<file path="config.mk">
export PLATFORM = sky130hd
export DESIGN_NAME = usb_dev_cfg_end_flat
export DESIGN_NICKNAME = d
export VERILOG_FILES = /design/src/include/usb_dev_cfg_pkg.sv /design/src/include/usb_dev_cfg_if.sv /design/src/hw/usb_dev_cfg_end.sv /design/src/flat_wrapper.sv
export VERILOG_INCLUDE_DIRS = /design/src /design/src/include
export SDC_FILE = /design/constraint.sdc
export NUM_CORES = 1
export LEC_CHECK = 0
export ABC_AREA = 1
export BUFFER_PORTS_ARGS = -buffer_cell sky130_fd_sc_hd__buf_2
export CORE_MARGIN = 4
export CORE_UTILIZATION = 40
export DETAILED_ROUTE_END_ITERATION = 10
export HOLD_SLACK_MARGIN = 0.02
export PLACE_DENSITY = 0.63
export SLEW_MARGIN = 20
export SYNTH_ARGS = -nofsm -noshare
export SYNTH_HDL_FRONTEND = slang
export SYNTH_SLANG_ARGS = --single-unit
export TNS_END_PERCENT = 50
</file>
<file path="constraint.sdc">
create_clock -name clk_sys -period 3.9 [get_ports clk_sys]
set_input_delay 0.39 -clock clk_sys [delete_from_list [all_inputs] [get_ports clk_sys]]
set_output_delay 0.39 -clock clk_sys [all_outputs]
set_load 0.1 [all_outputs]
</file>
<file path="src/include/usb_dev_cfg_defines.svh">
// Constants for the device bank and host controller.
// Assumes inclusion by bare name.
`ifndef USB_DEV_CFG_DEFINES_SVH
`define USB_DEV_CFG_DEFINES_SVH

// ==========================================
// Command codes
`define CMD_IEN_WR 8'hC2
`define CMD_IEN_RD 8'hC3
`define CMD_DMA_WR 8'hF0
`define CMD_DMA_RD 8'hF1

// ==========================================
// Interrupt enable layout
`define IEN_RST 24'h000000
`define IEN_WMASK 16'hFF7F
`define IEN_HI_MASK 8'hFF
`define EV_EOT 3

// ==========================================
// DMA setup layout
`define DMA_CFG_RST 16'h0000
`define DMA_CNT_RST 16'h0000
`define DMA_CNT_END 15
`define DMA_SHORT 14
`define DMA_LAST_W 8
`define DMA_EP_HI 7
`define DMA_EP_LO 4
`define DMA_RUN 3
`define DMA_BURST_HI 1
`define DMA_BURST_LO 0
`define DMA_STEP_BYTE 16'h0001
`define DMA_STEP_WORD 16'h0002

// ==========================================
// Host controller register map (byte addresses)
`define HREG_IEN_WR 6'h00
`define HREG_DMA_WR 6'h04
`define HREG_CTRL 6'h08
`define HREG_STATUS 6'h0C
`define HREG_IEN_RD 6'h10
`define HREG_DMA_RD 6'h14
`define HCTRL_RD_IEN 0
`define HCTRL_RD_DMA 1
`define AXI_OKAY 2'h0
`define AXI_SLVERR 2'h2
`define WORDS_IEN 2'h2
`define WORDS_DMA 2'h1
`define WORDS_ONE 2'h1

`endif

</file>
<file path="src/include/usb_dev_cfg_pkg.sv">
// Types shared by device end and host controller.
// Assumes the defines header alongside.
package usb_dev_cfg_pkg;

   // ==========================================
   // Device command tracking
   typedef enum logic [2:0] {
      DC_IDLE = 3'h0,
      DC_IEN_WR0 = 3'h1,
      DC_IEN_WR1 = 3'h2,
      DC_IEN_RD0 = 3'h3,
      DC_IEN_RD1 = 3'h4,
      DC_DMA_WR = 3'h5,
      DC_DMA_RD = 3'h6
   } dev_cmd_t;

   typedef enum logic [1:0] {
      BURST_1 = 2'h0,
      BURST_4 = 2'h1,
      BURST_8 = 2'h2,
      BURST_16 = 2'h3
   } burst_len_t;

   typedef struct packed {
      dev_cmd_t cmd;
      logic [23:0] ien;
      logic count_end_gen;
      logic short_pkt_mode;
      logic last_access_width;
      logic [3:0] dma_target_ep;
      logic dma_run;
      burst_len_t burst_len_sel;
      logic [15:0] cnt;
      logic [23:0] ev_prev;
      logic [23:0] status;
      logic irq;
      logic xfer_end;
      logic [15:0] rdata;
      logic rd_valid;
   } dev_state_t;

   // ==========================================
   // Host controller sequencing
   typedef enum logic [1:0] {
      H_IDLE = 2'h0,
      H_WR = 2'h1,
      H_RD = 2'h2,
      H_WAIT = 2'h3
   } host_seq_t;

   typedef struct packed {
      host_seq_t st;
      logic awready;
      logic wready;
      logic aw_hold;
      logic [5:0] aw_addr;
      logic w_hold;
      logic [31:0] w_data;
      logic bvalid;
      logic [1:0] bresp;
      logic arready;
      logic rvalid;
      logic [31:0] rdata;
      logic [1:0] rresp;
      logic cmd_stb;
      logic [7:0] cmd_code;
      logic wr_stb;
      logic [15:0] wdata;
      logic rd_stb;
      logic [1:0] words_left;
      logic [31:0] out32;
      logic [31:0] rd_acc;
      logic [31:0] ien_rd;
      logic [15:0] dma_rd;
   } host_state_t;

endpackage : usb_dev_cfg_pkg

</file>
<file path="src/include/usb_dev_cfg_if.sv">
// Command link between host controller and device bank.
// Assumes both ends run on the same clk_sys.
`timescale 1ns/1ps
interface usb_dev_cfg_if;
   logic cmd_stb;
   logic [7:0] cmd_code;
   logic wr_stb;
   logic [15:0] wdata;
   logic rd_stb;
   logic [15:0] rdata;
   logic rd_valid;

   modport dev_end (input cmd_stb, input cmd_code, input wr_stb, input wdata, input rd_stb,
                    output rdata, output rd_valid);
   modport host_end (output cmd_stb, output cmd_code, output wr_stb, output wdata, output rd_stb,
                     input rdata, input rd_valid);
endinterface : usb_dev_cfg_if

</file>
<file path="src/hw/usb_dev_cfg_end.sv">
// Device end: interrupt enable and DMA setup registers.
// Assumes synchronous inputs on clk_sys and commands before words.
`timescale 1ns/1ps
`include "usb_dev_cfg_defines.svh"

// How it works
// - Disabled source never raises the interrupt output
// - Enabling mid-event does not catch that event
// - Enable gates status capture, not a mask
// - Bus reset keeps interrupt enables unchanged
// - C2/C3 move enables as two words
// - Software writes zero to bits 31-24
// - Bits 23-8 enable endpoint interrupts
// - Bit 6 enables short packet interrupt
// - Bits 5,4 enable pseudo and real SOF
// - Bits 3-0 enable EOT, suspend, resume, reset
// - F0/F1 move DMA setup as one word
// - Bus reset clears only the DMA run bit
// - Bit 15: end transfer when count hits zero
// - Bit 14: short OUT packet ends transfer
// - Software keeps short mode off for IN
// - Bit 8 reads last access width
// - Bits 7-4 pick the DMA endpoint
// - Bit 3 starts, stops, shows DMA run
// - Bits 1-0 select burst length
// - Run re-enable reloads the transfer counter
module usb_dev_cfg_end (
   input wire logic clk_sys,
   input wire logic rst_n,
   usb_dev_cfg_if.dev_end lnk,
   input wire logic [23:0] irq_event,
   input wire logic [23:0] irq_status_clr,
   input wire logic usb_bus_reset,
   input wire logic [15:0] dma_byte_count,
   input wire logic dma_beat,
   input wire logic dma_beat_word,
   input wire logic short_pkt_rx,
   output logic irq_out,
   output logic [23:0] irq_status_latch,
   output logic dma_run,
   output logic [3:0] dma_target_ep,
   output logic [1:0] burst_len_sel,
   output logic xfer_end,
   output logic [15:0] dma_count_left
);

   usb_dev_cfg_pkg::dev_state_t state_reg;
   usb_dev_cfg_pkg::dev_state_t state_next;

   // ==========================================
   // Helpers
   function automatic logic [15:0] pack_dma_setup(input usb_dev_cfg_pkg::dev_state_t s);
      logic [15:0] w;
      w = `DMA_CFG_RST;
      w[`DMA_CNT_END] = s.count_end_gen;
      w[`DMA_SHORT] = s.short_pkt_mode;
      w[`DMA_LAST_W] = s.last_access_width;
      w[`DMA_EP_HI:`DMA_EP_LO] = s.dma_target_ep;
      w[`DMA_RUN] = s.dma_run;
      w[`DMA_BURST_HI:`DMA_BURST_LO] = s.burst_len_sel;
      return w;
   endfunction : pack_dma_setup

   function automatic usb_dev_cfg_pkg::dev_cmd_t decode_cmd(input logic [7:0] code);
      usb_dev_cfg_pkg::dev_cmd_t c;
      c = usb_dev_cfg_pkg::DC_IDLE;
      if (code == `CMD_IEN_WR) begin
         c = usb_dev_cfg_pkg::DC_IEN_WR0;
      end else if (code == `CMD_IEN_RD) begin
         c = usb_dev_cfg_pkg::DC_IEN_RD0;
      end else if (code == `CMD_DMA_WR) begin
         c = usb_dev_cfg_pkg::DC_DMA_WR;
      end else if (code == `CMD_DMA_RD) begin
         c = usb_dev_cfg_pkg::DC_DMA_RD;
      end
      return c;
   endfunction : decode_cmd

   // ==========================================
   // Next state
   always_comb begin
      logic [23:0] rise;
      logic [15:0] step;
      logic eot;
      rise = '0;
      step = `DMA_STEP_BYTE;
      eot = 1'b0;
      state_next = state_reg;
      state_next.rd_valid = 1'b0;
      state_next.xfer_end = 1'b0;

      // Command and word handling
      unique case (state_reg.cmd)
         usb_dev_cfg_pkg::DC_IDLE: begin
         end
         usb_dev_cfg_pkg::DC_IEN_WR0: begin
            if (lnk.wr_stb) begin
               state_next.ien[15:0] = lnk.wdata & `IEN_WMASK;
               state_next.cmd = usb_dev_cfg_pkg::DC_IEN_WR1;
            end
         end
         usb_dev_cfg_pkg::DC_IEN_WR1: begin
            if (lnk.wr_stb) begin
               state_next.ien[23:16] = lnk.wdata[7:0] & `IEN_HI_MASK;
               state_next.cmd = usb_dev_cfg_pkg::DC_IDLE;
            end
         end
         usb_dev_cfg_pkg::DC_IEN_RD0: begin
            if (lnk.rd_stb) begin
               state_next.rdata = state_reg.ien[15:0];
               state_next.rd_valid = 1'b1;
               state_next.cmd = usb_dev_cfg_pkg::DC_IEN_RD1;
            end
         end
         usb_dev_cfg_pkg::DC_IEN_RD1: begin
            if (lnk.rd_stb) begin
               state_next.rdata = {8'h00, state_reg.ien[23:16]};
               state_next.rd_valid = 1'b1;
               state_next.cmd = usb_dev_cfg_pkg::DC_IDLE;
            end
         end
         usb_dev_cfg_pkg::DC_DMA_WR: begin
            if (lnk.wr_stb) begin
               state_next.count_end_gen = lnk.wdata[`DMA_CNT_END];
               state_next.short_pkt_mode = lnk.wdata[`DMA_SHORT];
               state_next.dma_target_ep = lnk.wdata[`DMA_EP_HI:`DMA_EP_LO];
               state_next.dma_run = lnk.wdata[`DMA_RUN];
               state_next.burst_len_sel =
                  usb_dev_cfg_pkg::burst_len_t'(lnk.wdata[`DMA_BURST_HI:`DMA_BURST_LO]);
               state_next.cmd = usb_dev_cfg_pkg::DC_IDLE;
            end
         end
         usb_dev_cfg_pkg::DC_DMA_RD: begin
            if (lnk.rd_stb) begin
               state_next.rdata = pack_dma_setup(state_reg);
               state_next.rd_valid = 1'b1;
               state_next.cmd = usb_dev_cfg_pkg::DC_IDLE;
            end
         end
         default: begin
            state_next.cmd = usb_dev_cfg_pkg::DC_IDLE;
         end
      endcase
      if (lnk.cmd_stb) begin
         state_next.cmd = decode_cmd(lnk.cmd_code);
      end

      // Transfer count and end of transfer
      if (state_reg.dma_run && dma_beat) begin
         step = dma_beat_word ? `DMA_STEP_WORD : `DMA_STEP_BYTE;
         state_next.last_access_width = dma_beat_word;
         state_next.cnt = (state_reg.cnt > step) ? state_reg.cnt - step : `DMA_CNT_RST;
         if (state_reg.count_end_gen && state_reg.cnt <= step) begin
            eot = 1'b1;
         end
      end
      if (state_reg.dma_run && state_reg.short_pkt_mode && short_pkt_rx) begin
         eot = 1'b1;
      end
      // Ending a transfer also stops the run
      if (eot) begin
         state_next.dma_run = 1'b0;
         state_next.xfer_end = 1'b1;
      end
      // Bus reset stops DMA and keeps all else
      if (usb_bus_reset) begin
         state_next.dma_run = 1'b0;
      end
      if (state_next.dma_run && !state_reg.dma_run) begin
         state_next.cnt = dma_byte_count;
      end

      // Status capture gated at event onset
      state_next.ev_prev = irq_event;
      // Onset only: a late enable misses a running event
      rise = irq_event & ~state_reg.ev_prev;
      rise[`EV_EOT] = rise[`EV_EOT] | eot;
      // Set wins over a same-cycle clear
      state_next.status = (state_reg.status & ~irq_status_clr) | (rise & state_reg.ien);
      state_next.irq = |state_next.status;
   end

   // ==========================================
   // State register
   always_ff @(posedge clk_sys or negedge rst_n) begin
      if (!rst_n) begin
         state_reg <= '{cmd: usb_dev_cfg_pkg::DC_IDLE, ien: `IEN_RST, cnt: `DMA_CNT_RST,
                        burst_len_sel: usb_dev_cfg_pkg::BURST_1, default: '0};
      end else begin
         state_reg <= state_next;
      end
   end

   // ==========================================
   // Outputs
   assign lnk.rdata = state_reg.rdata;
   assign lnk.rd_valid = state_reg.rd_valid;
   assign irq_out = state_reg.irq;
   assign irq_status_latch = state_reg.status;
   assign dma_run = state_reg.dma_run;
   assign dma_target_ep = state_reg.dma_target_ep;
   assign burst_len_sel = state_reg.burst_len_sel;
   assign xfer_end = state_reg.xfer_end;
   assign dma_count_left = state_reg.cnt;

endmodule : usb_dev_cfg_end

</file>
<file path="src/flat_wrapper.sv">
// flat-port wrapper written by rule: the top's interface ports become plain ports
module usb_dev_cfg_end_flat 
  (clk_sys, rst_n, irq_event, irq_status_clr, usb_bus_reset, dma_byte_count, dma_beat, dma_beat_word, short_pkt_rx, irq_out, irq_status_latch, dma_run, dma_target_ep, burst_len_sel, xfer_end, dma_count_left, lnk_cmd_stb, lnk_cmd_code, lnk_wr_stb, lnk_wdata, lnk_rd_stb, lnk_rdata, lnk_rd_valid);
  usb_dev_cfg_if lnk_i ();
  input wire logic clk_sys;
  input wire logic rst_n;
  input wire logic [23:0] irq_event;
  input wire logic [23:0] irq_status_clr;
  input wire logic usb_bus_reset;
  input wire logic [15:0] dma_byte_count;
  input wire logic dma_beat;
  input wire logic dma_beat_word;
  input wire logic short_pkt_rx;
  output logic irq_out;
  output logic [23:0] irq_status_latch;
  output logic dma_run;
  output logic [3:0] dma_target_ep;
  output logic [1:0] burst_len_sel;
  output logic xfer_end;
  output logic [15:0] dma_count_left;
  input wire logic [$bits(lnk_i.cmd_stb)-1:0] lnk_cmd_stb;
  input wire logic [$bits(lnk_i.cmd_code)-1:0] lnk_cmd_code;
  input wire logic [$bits(lnk_i.wr_stb)-1:0] lnk_wr_stb;
  input wire logic [$bits(lnk_i.wdata)-1:0] lnk_wdata;
  input wire logic [$bits(lnk_i.rd_stb)-1:0] lnk_rd_stb;
  output wire logic [$bits(lnk_i.rdata)-1:0] lnk_rdata;
  output wire logic [$bits(lnk_i.rd_valid)-1:0] lnk_rd_valid;
  assign lnk_i.cmd_stb = lnk_cmd_stb;
  assign lnk_i.cmd_code = lnk_cmd_code;
  assign lnk_i.wr_stb = lnk_wr_stb;
  assign lnk_i.wdata = lnk_wdata;
  assign lnk_i.rd_stb = lnk_rd_stb;
  assign lnk_rdata = lnk_i.rdata;
  assign lnk_rd_valid = lnk_i.rd_valid;
  usb_dev_cfg_end u_core (.clk_sys(clk_sys), .rst_n(rst_n), .lnk(lnk_i), .irq_event(irq_event), .irq_status_clr(irq_status_clr), .usb_bus_reset(usb_bus_reset), .dma_byte_count(dma_byte_count), .dma_beat(dma_beat), .dma_beat_word(dma_beat_word), .short_pkt_rx(short_pkt_rx), .irq_out(irq_out), .irq_status_latch(irq_status_latch), .dma_run(dma_run), .dma_target_ep(dma_target_ep), .burst_len_sel(burst_len_sel), .xfer_end(xfer_end), .dma_count_left(dma_count_left));
endmodule
</file>
==> flow_summary_export.csv <==
group,metric,value,unit
cells_and_area,drive_above_1_share,0.275,
clock_network,cts_max_path_buffers,2,
timing,fmax,382,MHz
logic_synthesis,synthDistinctLibCells,34,
logic_synthesis,seq_area_frac_synth,0.524,
worst_setup_path,path_max_fanout,11,
global_route,grt_start_max_net_pins,76,
logic_synthesis,synth-seq-cells,118,
clock_network,insertion_delay,0.41,ns
clock_network,clkTransAtPathRegs,0.06,ns
clock_network,cts_hold_buf,0,
timing,fin_skew,0.00626,ns
worst_setup_path,cp_num_buf_inv,4,
worst_setup_path,critPathRequiredTime,4.25,ns
worst_setup_path,crit_slowest_cell,"a21oi_1",
outcome,status,"finished, final reports clean",
timing,timing.final.crit_share,0.671,
routing,postRouteAntennaNets,0,
logic_synthesis,synthTopCellsByArea,"dfrtp_1 (52%), buf_4 (8.4%), nand2_1 (7.8%)",
routing,drt-initial-drc-count,185,
cells_and_area,multi_input_area,1830,sq um
worst_setup_path,cpMostUsedCell,"inv_1",
placement,place_congestion,0.848,
routing,avgRoutedWirePerCell,14.4,microns
worst_setup_path,arrival,2.96,ns
cells_and_area,fin_nets,859,
floorplan,rows,43,
pwr,p_int,2.58,mW
worst_setup_path,cp_cell_sequence,"inv_1 -> ha_1 -> inv_1 -> fa_1 -> inv_1 -> nand2_1 -> a21oi_1 -> a21oi_1 -> inv_1 -> or2_2 -> nand3_1",
floorplan,die_h,127,microns
logic_synthesis,syn_area,5630,sq um
clock_network,cts_tree,"yes",
cells_and_area,largest_reg_flops,52,
placement,placed_area,6150,sq um
pwr,combPwrFrac,0.286,
routing,vias,4513,
placement,dpl.cell_count,920,
logic_synthesis,yosys_warnings,0,
job,cap_violations,0,
logic_synthesis,synthCells,650,
clock_network,ctsHtreeMaxLevel,4,
logic_synthesis,yosysTopAreaCellShare,0.524,
worst_setup_path,r2r_slack,1.28,ns
logic_synthesis,syn_nets,750,
cells_and_area,register_area,2950,sq um
floorplan,dieArea,16000,sq um
clock_network,post_cts_buffers,0,
routing,first_pass_iters,5,
global_route,grt_antenna_before_repair,0,
timing,setup_tns,0,ns
floorplan,core,13800,sq um
pwr,power_switching_share,0.391,
pwr,total_power,4.23,mW
timing,grt_setup_unrepaired,"no",
floorplan,die_w,127,microns
global_route,gr-total-overflow,0,
floorplan,ios,163,
pwr,ir_worst_vdd,283,uV
pwr,power_per_cell_area,627,nW/um^2
cells_and_area,stdcell_area,6750,sq um
timing,hold_viol_final,0,
pwr,switchingPower,1.65,mW
cells_and_area,utilization,0.488,
pwr,p_leak,3.48,nW
routing,avgViaCountPerCell,4.74,
logic_synthesis,synth_area_per_cell,8.67,sq um
timing,worstMarginPinSlew,0.974,ns
clock_network,cts_resized,0,
worst_setup_path,startpoint_type,"register",
clock_network,clock-root-buffer,"clkbuf_16",
worst_setup_path,path_class,"register to register",
placement,port_buffers,161,
global_route,grt_pass1_vias,4523,
routing,drc,0,
worst_setup_path,cp_top_family,"compound AO/OA/AOI/OAI gates",
timing,slew_viol_final,0,
timing,min_period,2.62,ns
cells_and_area,final_cells,953,
worst_setup_path,max_stage_delay,0.76,ns
routing,wl,13700,microns
cells_and_area,area_growth,19.8,%
clock_network,cts_buffers,17,
pwr,seq_power_share,0.354,
timing,finalSetupViolCount,0,
timing,relSlewSlack,0.350,
worst_setup_path,cp-end-kind,"register",
hold_path,hold_path.class,"input pin to register",
cells_and_area,fillCellCount,1318,
logic_synthesis,synth_top_cell_by_area,"dfrtp_1",
clock_network,cts.sinks,118,
global_route,grt_pass1_wl,22200,microns
pwr,p_clk_frac,0.360,
global_route,grtUsageTotal,0.175,
placement,place_hpwl,10100,microns
floorplan,start_util,0.407,
-- power groups by stage --
stage | Sequential (mW) | Combinational [mW] | Clock, mW
floorplan | 1.49 | 1.11 | 0
finish | 1.50 | 1.21 | 1.52
detailed placement | 1.52 | 1.22 | 0
CTS | 1.50 | 1.22 | 1.55
global route | 1.52 | 1.29 | 1.61
global placement | 1.51 | 1.20 | 0
-- cell usage in the layout (no fill, tap or decap), types with 3 or more instances in the layout --
master,netlist,routed
nand4_1,4,4
buf_2,1,160
inv_2,3,3
a21oi_1,16,16
o22ai_1,6,6
a221oi_1,5,5
buf_4,63,3
nand3b_1,10,10
dfrtp_1,118,118
xor2_1,3,3
o21ai_0,53,53
clkbuf_16,0,17
inv_1,83,83
nor3_1,4,4
nand2_1,117,117
clkinvlp_4,0,4
clkinv_2,0,4
nor2_1,72,72
o221ai_1,5,5
a31oi_1,3,3
nor2_4,3,3
or2_2,4,4
nand3_1,54,53
-- final cells by class --
cell class	instances	share of cell area
multi-input combinational	372	0.272
clock inverter	12	0.0189
timing repair buffer	163	0.122
tap	180	0.0334
clock buffer	20	0.0677
antenna	1	0.000371
inverter	87	0.0484
sequential	118	0.438
-- Yosys cell counts, drive strengths merged --
master / instances
nand2: 120
dfrtp: 118
inv: 86
nor2: 75
buf: 66
nand3: 55
o21ai: 53
a21oi: 16
nand3b: 10
clkbuf: 7
o22ai: 6
a221oi: 5
nand4: 5
nor3: 5
o221ai: 5
a31oi: 4
or2: 4
xor2: 3
ha: 2
a21o: 1
clkinv: 1
fa: 1
o21bai: 1
xnor2: 1
-- routing by layer --
layer | vias up | wire [microns] | track usage
li1 | 2239 | - | -
met2 | 135 | 6080 | 0.267
met3 | 22 | 926 | 0.0493
met5 | - | 0 | 0
met4 | 0 | 288 | 0.0719
met1 | 2117 | 6400 | 0.235
-- per-stage QoR --
step                hold WS, ns  setup slack, ns
detailed placement        0.478             1.12
global placement          0.467             1.18
CTS                      0.0778             1.31
global route             0.0737             1.10
floorplan                0.0944             1.65
finish                   0.0972             1.28
-- worst paths after layout --
check / start / endpoint / cells past startpoint
worst max-delay path: u_core.dma_count_left[0] / u_core.dma_count_left[10] / 11
worst min-delay path: irq_event[19] / u_core.state_reg[62] / 1
worst max register to register: u_core.dma_count_left[0] / u_core.dma_count_left[10] / 11
worst min register to register: u_core.state_reg[95] / u_core.state_reg[95] / 2
max in group asynchronous: rst_n / u_core.state_reg[119] / 2
min in group asynchronous: rst_n / u_core.irq_status_latch[4] / 1
-- kinds of logic after synthesis --
kind of cell,after synthesis,share of synthesized area
AND/OR/NAND/NOR,274,0.217
adder cells (fa/ha/maj),3,0.00800
XOR/XNOR,4,0.00622
flip-flops,118,0.524
buffers and inverters,160,0.151
AO/OA/AOI/OAI,91,0.0933
Power figures use the tool's default switching activity.
